[src/hw/thermal_alarm_pkg.sv]
package thermal_alarm_pkg;

    // Register addresses as seen on the serial management bus.
    localparam logic [7:0] addr_alarm_flags = 8'h02;
    localparam logic [7:0] addr_remote_low_limit_frac = 8'h14;
    localparam logic [7:0] addr_alarm_suppress = 8'h16;
    localparam logic [7:0] addr_critical_limit = 8'h19;
    localparam logic [7:0] addr_critical_hysteresis = 8'h21;
    localparam logic [7:0] addr_filter_and_comparator = 8'hbf;

    // Power-up values.
    localparam logic [7:0] critical_limit_reset = 8'h55;
    localparam logic [7:0] critical_hysteresis_reset = 8'h0a;
    localparam logic [7:0] suppress_reset = 8'h00;
    localparam logic [2:0] frac_reset = 3'h0;
    localparam logic [1:0] filter_reset = 2'h0;
    localparam logic comparator_reset = 1'b0;
    localparam logic [7:0] read_data_reset = 8'h00;

    // Status bit positions.
    localparam int bit_busy = 7;
    localparam int bit_local_high = 6;
    localparam int bit_unused = 5;
    localparam int bit_remote_high = 4;
    localparam int bit_remote_low = 3;
    localparam int bit_diode_fault = 2;
    localparam int bit_critical = 1;
    localparam int bit_tach = 0;

    // Status bits that are latched alarms.
    localparam logic [7:0] latched_alarm_bits = 8'h5f;
    // Alarms that may drive the alert pin: no fault, no tachometer, no busy.
    localparam logic [7:0] pin_alert_sources = 8'h5a;
    // Suppress register layout: writable bits and bits fixed at one.
    localparam logic [7:0] suppress_writable = 8'h5b;
    localparam logic [7:0] suppress_fixed_ones = 8'ha4;

    // Remote low fraction field occupies bits 7:5.
    localparam int frac_lsb = 5;
    localparam int frac_msb = 7;
    localparam logic [4:0] frac_pad = 5'h00;

    // Filter and comparator register fields.
    localparam int filter_lsb = 1;
    localparam int filter_msb = 2;
    localparam int comparator_bit = 0;
    localparam logic [4:0] filter_pad = 5'h00;

    // Filter select encodings.
    localparam logic [1:0] filter_code_off = 2'h0;
    localparam logic [1:0] filter_code_max = 2'h3;

    // Width used for the signed hysteresis threshold.
    localparam int threshold_width = 10;

endpackage

[src/hw/alarm_latch.sv]
`timescale 1ns/10ps
`default_nettype none

module alarm_latch
    import thermal_alarm_pkg::*;
(
    // Clock and reset.
    input wire logic clk,
    input wire logic rst,
    // Live condition and the read that may clear it.
    input wire logic condition,
    input wire logic read_clear,
    // Latched flag.
    output logic flag
);

    typedef struct packed {
        logic flag;
    } state_type;

    state_type state;
    state_type next_state;

    // A live condition always wins over a read, so an event in the read cycle is kept.
    always_comb begin
        next_state = state;
        next_state.flag = condition | (state.flag & ~read_clear);
    end

    always_ff @(posedge clk) begin
        if (rst) begin
            state.flag <= 1'b0;
        end else begin
            state <= next_state;
        end
    end

    assign flag = state.flag;

endmodule

`default_nettype wire

[src/hw/critical_tracker.sv]
`timescale 1ns/10ps
`default_nettype none

module critical_tracker
    import thermal_alarm_pkg::*;
(
    // Clock and reset.
    input wire logic clk,
    input wire logic rst,
    // Remote integer reading, limit and hysteresis.
    input wire logic [7:0] remote_temperature,
    input wire logic [7:0] limit,
    input wire logic [7:0] hysteresis,
    // Critical condition with hysteresis applied.
    output logic critical_temperature
);

    typedef struct packed {
        logic active;
    } state_type;

    state_type state;
    state_type next_state;
    logic signed [threshold_width-1:0] temp_wide;
    logic signed [threshold_width-1:0] limit_wide;
    logic signed [threshold_width-1:0] release_level;

    // Widen before subtracting so a low limit minus a large hysteresis cannot wrap.
    assign temp_wide = {{(threshold_width-8){remote_temperature[7]}}, remote_temperature};
    assign limit_wide = {{(threshold_width-8){limit[7]}}, limit};
    assign release_level = limit_wide - $signed({{(threshold_width-8){1'b0}}, hysteresis});

    // Set above the limit; once set, hold until the reading drops below the release level.
    always_comb begin
        next_state = state;
        if (temp_wide > limit_wide) begin
            next_state.active = 1'b1;
        end else if (temp_wide < release_level) begin
            next_state.active = 1'b0;
        end
    end

    always_ff @(posedge clk) begin
        if (rst) begin
            state.active <= 1'b0;
        end else begin
            state <= next_state;
        end
    end

    assign critical_temperature = state.active;

endmodule

`default_nettype wire

[src/hw/thermal_alarm_status_mask.sv]
`timescale 1ns/10ps
`default_nettype none

module thermal_alarm_status_mask
    import thermal_alarm_pkg::*;
(
    // Clock and reset; reset stands for power-up.
    input wire logic clk,
    input wire logic rst,
    // Register port from the serial management bus engine.
    input wire logic reg_write,
    input wire logic reg_read,
    input wire logic [7:0] reg_addr,
    input wire logic [7:0] reg_wdata,
    output logic [7:0] reg_rdata,
    output logic reg_rvalid,
    // Limit override control from the configuration register.
    input wire logic critical_limit_unlock,
    // Live measurements and comparison results from the converter side.
    input wire logic [7:0] remote_temperature,
    input wire logic conversion_busy,
    input wire logic local_high_over,
    input wire logic remote_high_over,
    input wire logic remote_low_under,
    input wire logic diode_fault,
    input wire logic tach_over,
    // Settings handed to the converter and comparator logic.
    output logic [7:0] critical_limit_value,
    output logic [2:0] remote_low_fraction,
    output logic filter_enabled,
    output logic filter_heavy,
    output logic comparator_mode,
    output logic critical_temperature,
    // Open-drain alert pin: enable low pulls the pin low.
    output logic alert_out,
    output logic alert_oe_n
);

    // Everything the block stores, except the critical tracker's state, lives in this one record. The alarm flags are a
    // second exception: each sits in its own latch so the set-wins rule is written once.
    // Reset of the record models power-up, including the one-shot limit rewrite.
    typedef struct packed {
        logic [7:0] critical_limit;
        logic limit_rewritten;
        logic [7:0] critical_hysteresis;
        logic [7:0] suppress;
        logic [2:0] frac;
        logic [1:0] filter;
        logic comparator;
        logic alert_drive;
        logic [7:0] rdata;
        logic rvalid;
    } state_type;

    state_type state;
    state_type next_state;

    // Alarm conditions and latched flags by status bit position.
    logic [7:0] conditions;
    logic [7:0] flags;
    logic crit_active;

    // Read-side views of the registers.
    logic [7:0] status_view;
    logic [7:0] suppress_view;
    logic [7:0] filter_view;
    logic [7:0] frac_view;
    logic [7:0] read_view;

    // Decoded bus strobes.
    logic status_read;
    logic hit_limit;
    logic limit_accept;
    logic write_frac;
    logic write_suppress;
    logic write_hysteresis;
    logic write_filter;

    // Alert terms before the pin register.
    logic [7:0] latched_terms;
    logic [7:0] live_terms;
    logic latched_alert;
    logic live_alert;

    // Apart from reset, reading the status register is the only event that may clear flags.
    assign status_read = reg_read & (reg_addr == addr_alarm_flags);
    assign hit_limit = reg_write & (reg_addr == addr_critical_limit);

    // Write strobes per register. Writes to the status register or to an unmapped
    // address match none of them and are dropped without side effects.
    assign write_frac = reg_write & (reg_addr == addr_remote_low_limit_frac);
    assign write_suppress = reg_write & (reg_addr == addr_alarm_suppress);
    assign write_hysteresis = reg_write & (reg_addr == addr_critical_hysteresis);
    assign write_filter = reg_write & (reg_addr == addr_filter_and_comparator);

    // The limit takes one write per power-up, and only while the override is set.
    // Once used, the override input no longer matters, so a stuck override bit
    // cannot let the limit drift later.
    assign limit_accept = hit_limit & critical_limit_unlock & ~state.limit_rewritten;

    // The critical condition carries hysteresis, so it lives in its own tracker.
    // It compares the live reading with the stored limit, so a limit rewrite takes
    // effect on the very next clock without waiting for a new conversion.
    critical_tracker u_critical (
        .clk(clk),
        .rst(rst),
        .remote_temperature(remote_temperature),
        .limit(state.critical_limit),
        .hysteresis(state.critical_hysteresis),
        .critical_temperature(crit_active)
    );

    // The converter side hands over finished comparisons as levels; only the critical
    // condition is formed here, because it needs the stored limit and hysteresis.
    // Live conditions by status bit position; busy and the unused bit are not latched.
    always_comb begin
        conditions = 8'h00;
        conditions[bit_local_high] = local_high_over;
        conditions[bit_remote_high] = remote_high_over;
        conditions[bit_remote_low] = remote_low_under;
        conditions[bit_diode_fault] = diode_fault;
        conditions[bit_critical] = crit_active;
        conditions[bit_tach] = tach_over;
    end

    // One sticky latch per alarm bit; other positions stay zero. The mask does not
    // gate latching, so a masked alarm can still be found by polling the status.
    genvar i;
    generate
        for (i = 0; i < 8; i++) begin : g_flag
            if (latched_alarm_bits[i]) begin : g_latch
                alarm_latch u_latch (
                    .clk(clk),
                    .rst(rst),
                    .condition(conditions[i]),
                    .read_clear(status_read),
                    .flag(flags[i])
                );
            end else begin : g_none
                assign flags[i] = 1'b0;
            end
        end
    endgenerate

    // Status view: busy is live, bit 5 is forced to zero.
    // Busy is not a latched alarm, so a read never clears it.
    always_comb begin
        status_view = flags;
        status_view[bit_busy] = conversion_busy;
        status_view[bit_unused] = 1'b0;
    end

    // Unused suppress bits read as one whatever was written.
    // The filter and fraction views pad their spare bits with zeros.
    assign suppress_view = (state.suppress & suppress_writable) | suppress_fixed_ones;
    assign filter_view = {filter_pad, state.filter, state.comparator};
    assign frac_view = {state.frac, frac_pad};

    // Masked alert terms. Fault, busy and tachometer never reach the pin, since a
    // tachometer alarm means the pin is acting as the tachometer input.
    assign latched_terms = flags & ~state.suppress & pin_alert_sources;
    assign live_terms = conditions & ~state.suppress & pin_alert_sources;

    // Any remaining term asks for the pin.
    assign latched_alert = |latched_terms;
    assign live_alert = |live_terms;

    // Read data multiplexer. Status is taken before the clear that the same read
    // causes, so the host always sees the alarm that it is about to acknowledge.
    // A register written in the same cycle as it is read returns its old value.
    always_comb begin
        read_view = read_data_reset;
        case (reg_addr)
            addr_alarm_flags: begin
                read_view = status_view;
            end
            addr_remote_low_limit_frac: begin
                read_view = frac_view;
            end
            addr_alarm_suppress: begin
                read_view = suppress_view;
            end
            addr_critical_limit: begin
                read_view = state.critical_limit;
            end
            addr_critical_hysteresis: begin
                read_view = state.critical_hysteresis;
            end
            addr_filter_and_comparator: begin
                read_view = filter_view;
            end
            default: begin
                // Unmapped addresses read as zero rather than aliasing a register.
                read_view = read_data_reset;
            end
        endcase
    end

    // Next-state logic for every stored field. Each configuration field changes only on its own
    // write strobe, so a stray address can never disturb another register.
    always_comb begin
        next_state = state;
        // Read valid is a one-cycle answer to the read strobe.
        next_state.rvalid = reg_read;
        // The remote low fraction keeps bits 7:5 only; the low bits read back as zero.
        if (write_frac) begin
            next_state.frac = reg_wdata[frac_msb:frac_lsb];
        end
        // Only the alarm mask bits are stored; the spare bits are forced to one on read.
        if (write_suppress) begin
            next_state.suppress = reg_wdata & suppress_writable;
        end
        // Hysteresis is a plain byte with no write protection.
        if (write_hysteresis) begin
            next_state.critical_hysteresis = reg_wdata;
        end
        // Bits 7:3 are dropped so they always read back as zero.
        if (write_filter) begin
            next_state.filter = reg_wdata[filter_msb:filter_lsb];
            next_state.comparator = reg_wdata[comparator_bit];
        end
        // A single rewrite is allowed per power-up.
        if (limit_accept) begin
            next_state.critical_limit = reg_wdata;
            next_state.limit_rewritten = 1'b1;
        end
        // Read data holds its last value until the next read.
        if (reg_read) begin
            next_state.rdata = read_view;
        end
        // Comparator mode follows live conditions; normal mode follows latched flags.
        // Either way the pin lags its term by one register stage, which keeps the
        // open-drain enable free of decode glitches.
        if (state.comparator) begin
            next_state.alert_drive = live_alert;
        end else begin
            next_state.alert_drive = latched_alert;
        end
    end

    // Reset stands in for power-up, so it also rearms the one-time limit rewrite.
    // The flag latches and the critical tracker share this reset, so a reset in
    // mid-run clears every alarm together with the registers.
    always_ff @(posedge clk) begin
        if (rst) begin
            // Stored registers take their power-up values.
            state.critical_limit <= critical_limit_reset;
            state.limit_rewritten <= 1'b0;
            state.critical_hysteresis <= critical_hysteresis_reset;
            state.suppress <= suppress_reset;
            state.frac <= frac_reset;
            state.filter <= filter_reset;
            state.comparator <= comparator_reset;
            // Pin released and bus answer idle.
            state.alert_drive <= 1'b0;
            state.rdata <= read_data_reset;
            state.rvalid <= 1'b0;
        end else begin
            state <= next_state;
        end
    end

    // Outputs toward the bus engine and the rest of the sensor.
    assign reg_rdata = state.rdata;
    assign reg_rvalid = state.rvalid;

    // Settings toward the converter. The filter code is decoded here, so the
    // converter sees two plain enables and never has to know the encoding.
    assign critical_limit_value = state.critical_limit;
    assign remote_low_fraction = state.frac;
    assign filter_enabled = (state.filter != filter_code_off);
    assign filter_heavy = (state.filter == filter_code_max);
    assign comparator_mode = state.comparator;

    // The critical state leaves exactly as the tracker holds it, hysteresis applied.
    assign critical_temperature = crit_active;

    // The pin is only ever pulled low, never driven high; the pull-up on the board
    // gives the released level. The data stays low and only the enable moves, so
    // the pin cannot flash high while the alert changes.
    assign alert_out = 1'b0;
    assign alert_oe_n = ~state.alert_drive;

endmodule

`default_nettype wire

[config.mk]
export PLATFORM = sky130hd
export DESIGN_NAME = thermal_alarm_status_mask
export DESIGN_NICKNAME = d
export VERILOG_FILES = /design/src/hw/thermal_alarm_pkg.sv /design/src/hw/alarm_latch.sv /design/src/hw/critical_tracker.sv /design/src/hw/thermal_alarm_status_mask.sv
export SDC_FILE = /design/constraint.sdc
export NUM_CORES = 1
export LEC_CHECK = 0
export BUFFER_PORTS_ARGS = -buffer_cell sky130_fd_sc_hd__buf_2
export CAP_MARGIN = 15
export CORE_UTILIZATION = 37
export DETAILED_ROUTE_END_ITERATION = 6
export PLACE_DENSITY = 0.64
export SYNTH_ARGS = -nofsm -noshare
export SYNTH_HDL_FRONTEND = slang
export SYNTH_HIERARCHICAL = 1
export SYNTH_SLANG_ARGS = --single-unit
[constraint.sdc]
create_clock -name clk -period 3.2 [get_ports clk]
set_clock_uncertainty 0.1 [all_clocks]
set_input_delay 0 -clock clk [delete_from_list [all_inputs] [get_ports clk]]
set_output_delay 0 -clock clk [all_outputs]
set_load 0.01 [all_outputs]
* Word-level counts from Yosys, hierarchy flattened
Index checks and enable logic that the tools add are counted.
** Storage, ports and cells
- Flip-flop bits (word level) :: 45
- Input port bits :: 35
- Output and inout port bits :: 26
- Word-level logic and storage cells :: 61
** Operators by class
- Add/subtract/negate cells :: 1
- Magnitude comparators :: 2
- Eq/ne operators :: 7
- Muxes and demuxes :: 4
- Bitwise gates (word level) :: 26
- Reduce and logical (&&, ||, !) cells :: 4
** Operators by type and width (number)
- one-hot mux 8 bit (6 select lines) :: 1
- equality test 8 x 5 -> 1 bit (second input constant) :: 3
- bitwise AND 1 bit :: 14
- bitwise AND 7 bit :: 2
- less-than comparator 8 x 10 -> 1 bit :: 1
- subtractor 8 x 9 -> 10 bit :: 1
- equality test 8 x 2 -> 1 bit (second input constant) :: 1
- equality test 8 x 6 -> 1 bit (second input constant) :: 1
- equality test 8 bit (second input constant) :: 1
- greater-than comparator 8 bit :: 1
- OR reduction 4 bit :: 2
- NOT 7 bit :: 1
- bitwise OR 1 bit :: 6
- nonzero test 2 bit :: 2
- two-way mux 1 bit :: 3
- NOT 1 bit :: 3
- equality test 2 bit (second input constant) :: 1

* Longest topological paths before layout
Gate-level depths: netlist of run 1.
- Depth after elaboration :: 5
- Mapped depth :: 15
- Depth with buffers taken out :: 15

* By module
The synthesis of run 1 kept the hierarchy.
** Modules (own cells, without submodules)
- thermal_alarm_status_mask :: instances 1, cells each 238, area an instance 1984.4 um2, seq. area each 760.7 um2
- critical_tracker :: instances 1, cells each 115, area an instance 852.1 um2, seq. area each 20.0 um2
- alarm_latch :: instances 6, cells each 4, area an instance 38.8 um2, seq. area each 20.0 um2

* Least setup slack after synthesis of run 1
No wires, ideal clock.
- Path type :: register to register
- Start point :: reg state, in the netlist critical_limit_value[0]
- End point :: reg u_critical.state, in the netlist u_critical/critical_temperature
- Library setup time :: 122 ps
- Arrival :: 2586 ps
- Required time :: 2978 ps
- Slack :: 392 ps
- Stages on the path, launching flop included :: 16
- Path buffers :: 0
- Clock period less this slack :: 2808 ps
- Path through :: dfxtp_1 -> inv_1 -> ha_1 -> inv_1 -> fa_1 -> a211oi_2 -> o21ai_2 -> a21boi_1 -> o31ai_2 -> xnor2_1 -> ha_1 -> nand4_1 -> nor3_1 -> o21ai_0 -> o2111ai_1 -> a221o_1
** On the way
- Longest elaborated chain between the ends :: 3
- Elaborated cells between the ends (all ways) :: 5
- Those cells by class :: add/sub (1); order compare (2); mux (1); reduce/logical (1)
** RTL lines
- start, declared :: RTL line thermal_alarm_status_mask.sv:55 : state_type state;
- start signal, assigned :: RTL line thermal_alarm_status_mask.sv:259 : state <= next_state;
- subtractor 8 x 9 -> 10 bit :: RTL line critical_tracker.sv:31 : assign release_level = limit_wide - $signed({{(threshold_width-8){1'b0}}, hysteresis});
- less-than comparator 8 x 10 -> 1 bit :: RTL line critical_tracker.sv:38 : end else if (temp_wide < release_level) begin
- nonzero test 2 bit (no line)
- end signal, assigned :: RTL line critical_tracker.sv:47 : state <= next_state;
- end, declared :: RTL line critical_tracker.sv:22 : state_type state;
Several ways; a longest one is shown, not always the timed one.
A chain may end at the register's enable or synchronous reset.

* Final worst setup path of run 1
- Start point :: reg state[24] in the netlist's numbering
- End point :: reg u_critical.state, in the netlist u_critical/critical_temperature
** On the way
- Longest elaborated chain between the ends :: 3
** RTL lines (RTL line)
- subtractor 8 x 9 -> 10 bit :: critical_tracker.sv:31
- less-than comparator 8 x 10 -> 1 bit :: critical_tracker.sv:38
- nonzero test 2 bit (no line)
Every way passes these cells.

==> run_results.csv, run 1 <==
group,metric,value,unit
route,dr.pass1.iters,5,
worst_hold_path,hold_class,"input pin to flop",
synthesis,synthesis.nets,439,
synthesis,yosysSeqAreaShare,0.2935,
synthesis,synth-main-ff-cell,"dfxtp_1",
sta,fin_crit_sh,0.9496,
global_routing,grt_pass1_vias,2633,
power_and_ir_drop,switching_share,0.2613,
sta,slew_headroom,0.4175,
placement,place_area,3312,µm²
clock_tree,clkSinkCount,45,
sta,fin_ws,0.1612,ns
worst_setup_path,r2r_end,"u_critical/critical_temperature",
finish,layout.nets,494,
placement,dp.cells,513,
synthesis,synth_edf_count,0,
finish,area_growth,15.49,%
worst_setup_path,worstPathArrival,3.12,ns
route,viasPerCell,5.353,
clock_tree,path_clk_slew,0.09,ns
clock_tree,numCtsBuffers,5,
worst_setup_path,path_cells,"ha_1 > inv_1 > fa_2 > a211oi_4 > o21ai_2 > a21boi_1 > o31ai_2 > xnor2_1 > ha_1 > nand4_1 > nor3_1 > o21ai_0 > o2111ai_1 > a221o_1",
clock_tree,clock_latency,0.30,ns
global_routing,grt_pass1_wl,13100,µm
power_and_ir_drop,p_clk_frac,0.316,
floorplan,coreArea,7888,µm²
route,drtIter0Drc,166,
sta,setup_violations,0,
worst_setup_path,crit_buf_inv,1,
finish,diodes,0,
worst_setup_path,start_kind,"flop",
floorplan,die_height,93.08,µm
clock_tree,cts_setup_buffers,0,
finish,stdcell_count,535,
worst_setup_path,worstPathRequired,3.28,ns
worst_setup_path,r2r_cells,14,
sta,fin_crit,3.039,ns
finish,utilization,0.4494,
floorplan,io_pins,61,
global_routing,grt_usage,0.1931,
synthesis,synth_warnings,6,
clock_tree,clockBufferDepth,2,
worst_setup_path,critPathCapture,"u_critical/critical_temperature",
worst_setup_path,slowest_stage,"fa_2",
placement,port_buffers,59,
floorplan,initial_core_util,0.3891,
power_and_ir_drop,leakage,0.001493,µW
power_and_ir_drop,internal-power,788.6,µW
power_and_ir_drop,switchingPower,279.0,µW
worst_setup_path,end_kind,"flop",
clock_tree,clockRootBuffer,"clkbuf_8",
placement,dpl.hpwl,6273,µm
worst_setup_path,crit_start,"state[24]",
worst_setup_path,r2r_slack,0.16,ns
worst_setup_path,worstPathMaxFanout,3,
synthesis,avgSynthCellArea,8.141,µm²
clock_tree,h-tree-depth,2,
power_and_ir_drop,ir_drop,0.1601,mV
worst_setup_path,critPathTopFamily,"compound AO/OA/AOI/OAI gates",
worst_setup_path,critical_path_class,"flop to flop",
finish,drive_above_1_share,0.2171,
sta,fmaxAchievable,329.1,MHz
floorplan,row_count,32,
placement,pre_cts_ws,0.1593,ns
run_status,status,"finished clean",
floorplan,dieArea,8663,µm²
power_and_ir_drop,p_comb_frac,0.138,
synthesis,netlist_instances,377,
floorplan,die_w,93.08,µm
route,via_count,2864,
route,drt_wl_total,8120,µm
route,drc_errors,0,
global_routing,grt_max_degree,42,
synthesis,synthDistinctLibCells,61,
worst_setup_path,r2r_start,"state[24]",
worst_setup_path,cpMostUsedCell,"ha_1",
finish,design_area,3545,µm²
sta,tightest_slew,0.8737,ns
synthesis,netlist_area,3069,µm²
worst_setup_path,cpPeakStageDelay,0.39,ns
synthesis,synthArstFlopShare,0,
route,ant_nets,0,
global_routing,antenna_found_initial,0,
placement,place_congestion,0.8813,
sta,maxSlewViolCount,0,
clock_tree,cts_tree,"done",
power_and_ir_drop,p_per_area,301.2,nW/µm²
worst_setup_path,cp.depth,14,
synthesis,ys_seq_elements,45,
flow_run,maxCapViolCount,0,
power_and_ir_drop,seq_power_share,0.545,
sta,hold_viol,0,
route,wl_per_cell,15.18,µm
global_routing,grt_remaining_overflow,0,
worst min-delay path, stage by stage:
cell and delay, ns:
buf_2 0.08, a22oi_1 0.07, a311oi_1 0.21
cells in the final DEF, fill, tap and decap left out, types with 6 or more instances in the layout:
master,count
nand3_1,20
o21ai_0,9
inv_1,37
a21oi_2,6
nand2b_1,8
a211oi_1,7
nor3_1,6
dfxtp_1,45
dlygate4sd3_1,14
mux2i_1,9
nand2_1,35
ha_1,26
a21oi_1,29
a22oi_1,7
buf_2,59
nor2b_1,7
nor2_1,26
flip-flops by register name, indices dropped and copies added (netlist names):
signal	flops
comparator_mode	1
critical_limit_value	8
g_flag.g_latch.u_latch/flag	6
remote_low_fraction	3
reg_rvalid	1
filter_view	2
u_critical/critical_temperature	1
state	15
reg_rdata	8
power groups by stage:
stage,sequential [µW],clock (µW),combinational (µW)
after global routing,584,368,164
after detailed placement,595,0,134
final,582,338,148
after global placement,595,0,131
after floorplan,593,0,78.9
after CTS,582,346,147
cell type report:
| class | instances | area (µm²) |
|---|---|---|
| sequential | 45 | 900.9 |
| multi-input combinational | 266 | 1829 |
| inverter | 37 | 138.9 |
| timing repair buffer | 77 | 465.4 |
| clock inverter | 2 | 10.01 |
| fill | 802 | 4343 |
| clock buffer | 6 | 72.57 |
| tap | 102 | 127.6 |
metal layers:
metal  track usage  part of all wire  vias to the layer above
met2        0.3058              0.47                      102
met1        0.2688              0.46                     1327
met4       0.05128            0.0094                        0
li1              -                 -                     1428
met3       0.03496             0.059                        7
met5             0                 0                        -
timing repair:
item,in CTS,in global routing
hold buffers,14,0
endpoints found under the hold margin,34,0
gates resized for setup,0,2
endpoints found under the setup margin,0,1
Yosys cell counts, types with 6 or more instances:
library cell	instances	area (µm²)
nand2b_1	8	50.05
mux2i_1	9	90.09
a211oi_1	7	52.55
a22oi_1	7	52.55
nand2_1	35	131.4
inv_1	37	138.9
dfxtp_1	45	900.9
nand3_1	20	100.1
a21oi_1	29	145.1
a21oi_2	6	52.55
nor3_1	6	30.03
nor2b_1	7	43.79
ha_1	26	325.3
nor2_1	26	97.59
buf_4	21	157.7
o21ai_0	9	45.04
worst min-delay path by stage:
| stage | startpoint | to | slack [ns] | cells after the start |
|---|---|---|---|---|
| after global routing | conversion_busy | reg_rdata[7] | 0.04 | 3 |
| after floorplan | rst | g_flag[0].g_latch.u_latch/flag | -0.04 | 1 |
| after detailed placement | diode_fault | g_flag[2].g_latch.u_latch/flag | 0.15 | 3 |
| final | conversion_busy | reg_rdata[7] | 0.02 | 3 |
| after CTS | conversion_busy | reg_rdata[7] | 0.02 | 3 |
| after global placement | tach_over | g_flag[0].g_latch.u_latch/flag | 0.14 | 3 |
logic make-up (layout without fill, tap and decap cells):
logic type                 count (synthesis)  count (layout)  share of synthesized area
muxes                                      9               9                    0.02935
xor gates and xnor gates                   4               4                    0.01142
adders and majority gates                 27              27                     0.1125
AOI/OAI and AO/OA                         94              94                     0.2128
DFF                                       45              45                     0.2935
buffers and inverters                     66             122                     0.1137
other                                      1               1                   0.001222
and+or+nand+nor                          131             131                     0.2254
per-stage QoR:
step | hold slack (ns) | setup TNS [ns] | power [µW]
5_1_grt | 0.03855 | -0.02651 | 1116
6_report | 0.02115 | 0 | 1068
3_3_place_gp | 0.1400 | 0 | 725.9
2_1_floorplan | -0.03756 | 0 | 671.6
3_5_place_dp | 0.1496 | 0 | 729.1
4_1_cts | 0.01500 | 0 | 1075
No activity file was read; power rests on OpenSTA's default activity.
==> inputs of run 2 (changes only) <==
CORE_UTILIZATION = 56   (was 37)
PLACE_DENSITY = 0.88   (was 0.64)
==> run 2 against run 1 <==
Final area decreased by 0.78%. Register-to-register slack worse by 0.02 ns. Setup slack got worse by 0.018 ns. Utilization is 23 points higher. Critical path depth rose by 1. Power up 5.1%. First-iteration DRC count up 66%. Sequential share of layout area is 0.23 points higher. Critical endpoint unchanged. Largest power group unchanged. Highest routed layer unchanged.
==> run_results.csv, run 2 (synthesis results as in run 1) <==
group,metric,value,unit
run_status,status,"finished clean",
power_and_ir_drop,ir_drop,0.2665,mV
worst_setup_path,worstPathMaxFanout,3,
sta,fin_setup_tns,0,ns
floorplan,die_height,76.03,µm
flow_run,maxCapViolCount,0,
sta,fin_crit_sh,0.9554,
worst_setup_path,end_kind,"flop",
worst_hold_path,hold_class,"input pin to flop",
clock_tree,h-tree-depth,2,
sta,tightest_slew,0.8509,ns
worst_hold_path,worstHoldStart,"conversion_busy",
finish,largest_register,"state",
clock_tree,cts_tree,"done",
global_routing,grt_pass1_wl,12990,µm
clock_tree,clockRootBuffer,"clkbuf_8",
floorplan,dieArea,5781,µm²
route,drt_wl_total,7792,µm
worst_setup_path,crit_start,"critical_limit_value[0]",
finish,design_area,3517,µm²
finish,n_fill_cell,420,
finish,diodes,0,
worst_setup_path,r2r_start,"critical_limit_value[0]",
clock_tree,numCtsBuffers,5,
worst_setup_path,slowest_stage,"fa_2",
worst_setup_path,critical_path_class,"flop to flop",
finish,drive_above_1_share,0.2199,
route,ant_nets,0,
floorplan,initial_core_util,0.5897,
clock_tree,clockBufferDepth,2,
sta,hold_viol,0,
global_routing,grt_max_degree,42,
finish,final_common_cell,"buf_2",
clock_tree,cts_setup_buffers,0,
worst_setup_path,cpPeakStageDelay,0.38,ns
worst_setup_path,worstPathRequired,3.31,ns
clock_tree,clkSinkCount,45,
sta,fmaxAchievable,327.1,MHz
route,wl_per_cell,15.52,µm
global_routing,grt_remaining_overflow,0,
floorplan,row_count,26,
placement,dpl.hpwl,5742,µm
route,dr.pass1.iters,5,
route,drtIter0Drc,275,
placement,port_buffers,59,
route,viasPerCell,5.920,
floorplan,coreArea,5205,µm²
placement,pre_cts_ws,0.1300,ns
floorplan,io_pins,61,
sta,rsz0062_at_grt,"no",
worst_setup_path,worstPathArrival,3.16,ns
finish,largest_reg_flops,15,
power_and_ir_drop,leakage,0.001498,µW
sta,setup_violations,0,
global_routing,antenna_found_initial,0,
sta,fin_ws,0.1428,ns
finish,layout.nets,493,
worst_setup_path,path_cells,"inv_1 > ha_1 > inv_1 > fa_2 > a211oi_4 > o21ai_2 > a21boi_1 > o31ai_2 > xnor2_1 > ha_1 > nand4_1 > nor3_1 > o21ai_0 > o2111ai_1 > a221o_1",
sta,slew_headroom,0.4327,
power_and_ir_drop,p_per_area,319.0,nW/µm²
route,drc_errors,0,
worst_setup_path,start_kind,"flop",
floorplan,die_w,76.03,µm
finish,utilization,0.6757,
finish,stdcell_count,502,
sta,maxSlewViolCount,0,
sta,fin_crit,3.057,ns
placement,place_congestion,0.8798,
global_routing,grt_usage,0.2815,
finish,area_growth,14.59,%
placement,place_area,3264,µm²
route,via_count,2972,
global_routing,grt_pass1_vias,2781,
clock_tree,clock_latency,0.31,ns
finish,most-common-layout-cells,"59 x buf_2, 44 x dfxtp_1, 37 x inv_1",
clock_tree,path_clk_slew,0.08,ns
placement,dp.cells,480,
==> run 2: report_power, final <==
| part | switching, µW | leakage, µW | internal, µW |
|---|---|---|---|
| clock | 196 | 0.0000542 | 195 |
| sequential | 10.2 | 0.000367 | 572 |
| combinational | 83.7 | 0.00108 | 65.0 |
| total | 290 | 0.00150 | 832 |
==> run 2: layout make-up <==
type,count,area (µm²),area share
multi-input cells,266,1829,0.5201
inverters,37,138.9,0.03949
well taps,70,87.58,0.02490
flip-flops and latches,45,902.1,0.2565
clock buffers,7,96.34,0.02739
clock inverters,1,5.005,0.001423
repair buffers,76,457.9,0.1302
==> run 2: worst paths after layout <==
check / slack, ns / cells past startpoint / endpoint
max: 0.14 / 15 / u_critical/critical_temperature
min: 0.03 / 3 / reg_rdata[7]
max reg2reg: 0.14 / 15 / u_critical/critical_temperature
min reg2reg: 0.36 / 2 / state[32]
==> run 2: metrics by stage <==
stage          hold slack, ns  total power (µW)
2_1_floorplan        -0.03756             671.6
3_3_place_gp           0.1391             722.6
3_5_place_dp           0.1409             726.6
4_1_cts               0.02482              1124
5_1_grt               0.03517              1167
6_report              0.02691              1122
==> run 2: critical path: cells and delay by family (launching register included) <==
family / cells / cell delay [ns]
AOI/OAI and AO/OA: 7 / 1.24
adders and majority gates: 3 / 0.84
DFF: 1 / 0.31
and+or+nand+nor: 2 / 0.22
xor gates and xnor gates: 1 / 0.13
buffers and inverters: 2 / 0.11
==> run 2: layer usage <==
metal | routed length (µm) | vias to the layer above | global-route usage
met5 | 0 | - | 0
met4 | 177 | 0 | 0.1096
met3 | 563 | 19 | 0.05269
met2 | 3578 | 119 | 0.4545
met1 | 3473 | 1407 | 0.3720
li1 | - | 1427 | -
==> run 2: timing repair <==
action | in CTS | in global routing
hold endpoints to repair | 36 | 0
endpoints found under the setup margin | 0 | 1
hold buffers | 14 | 0
gates resized for setup | 0 | 3
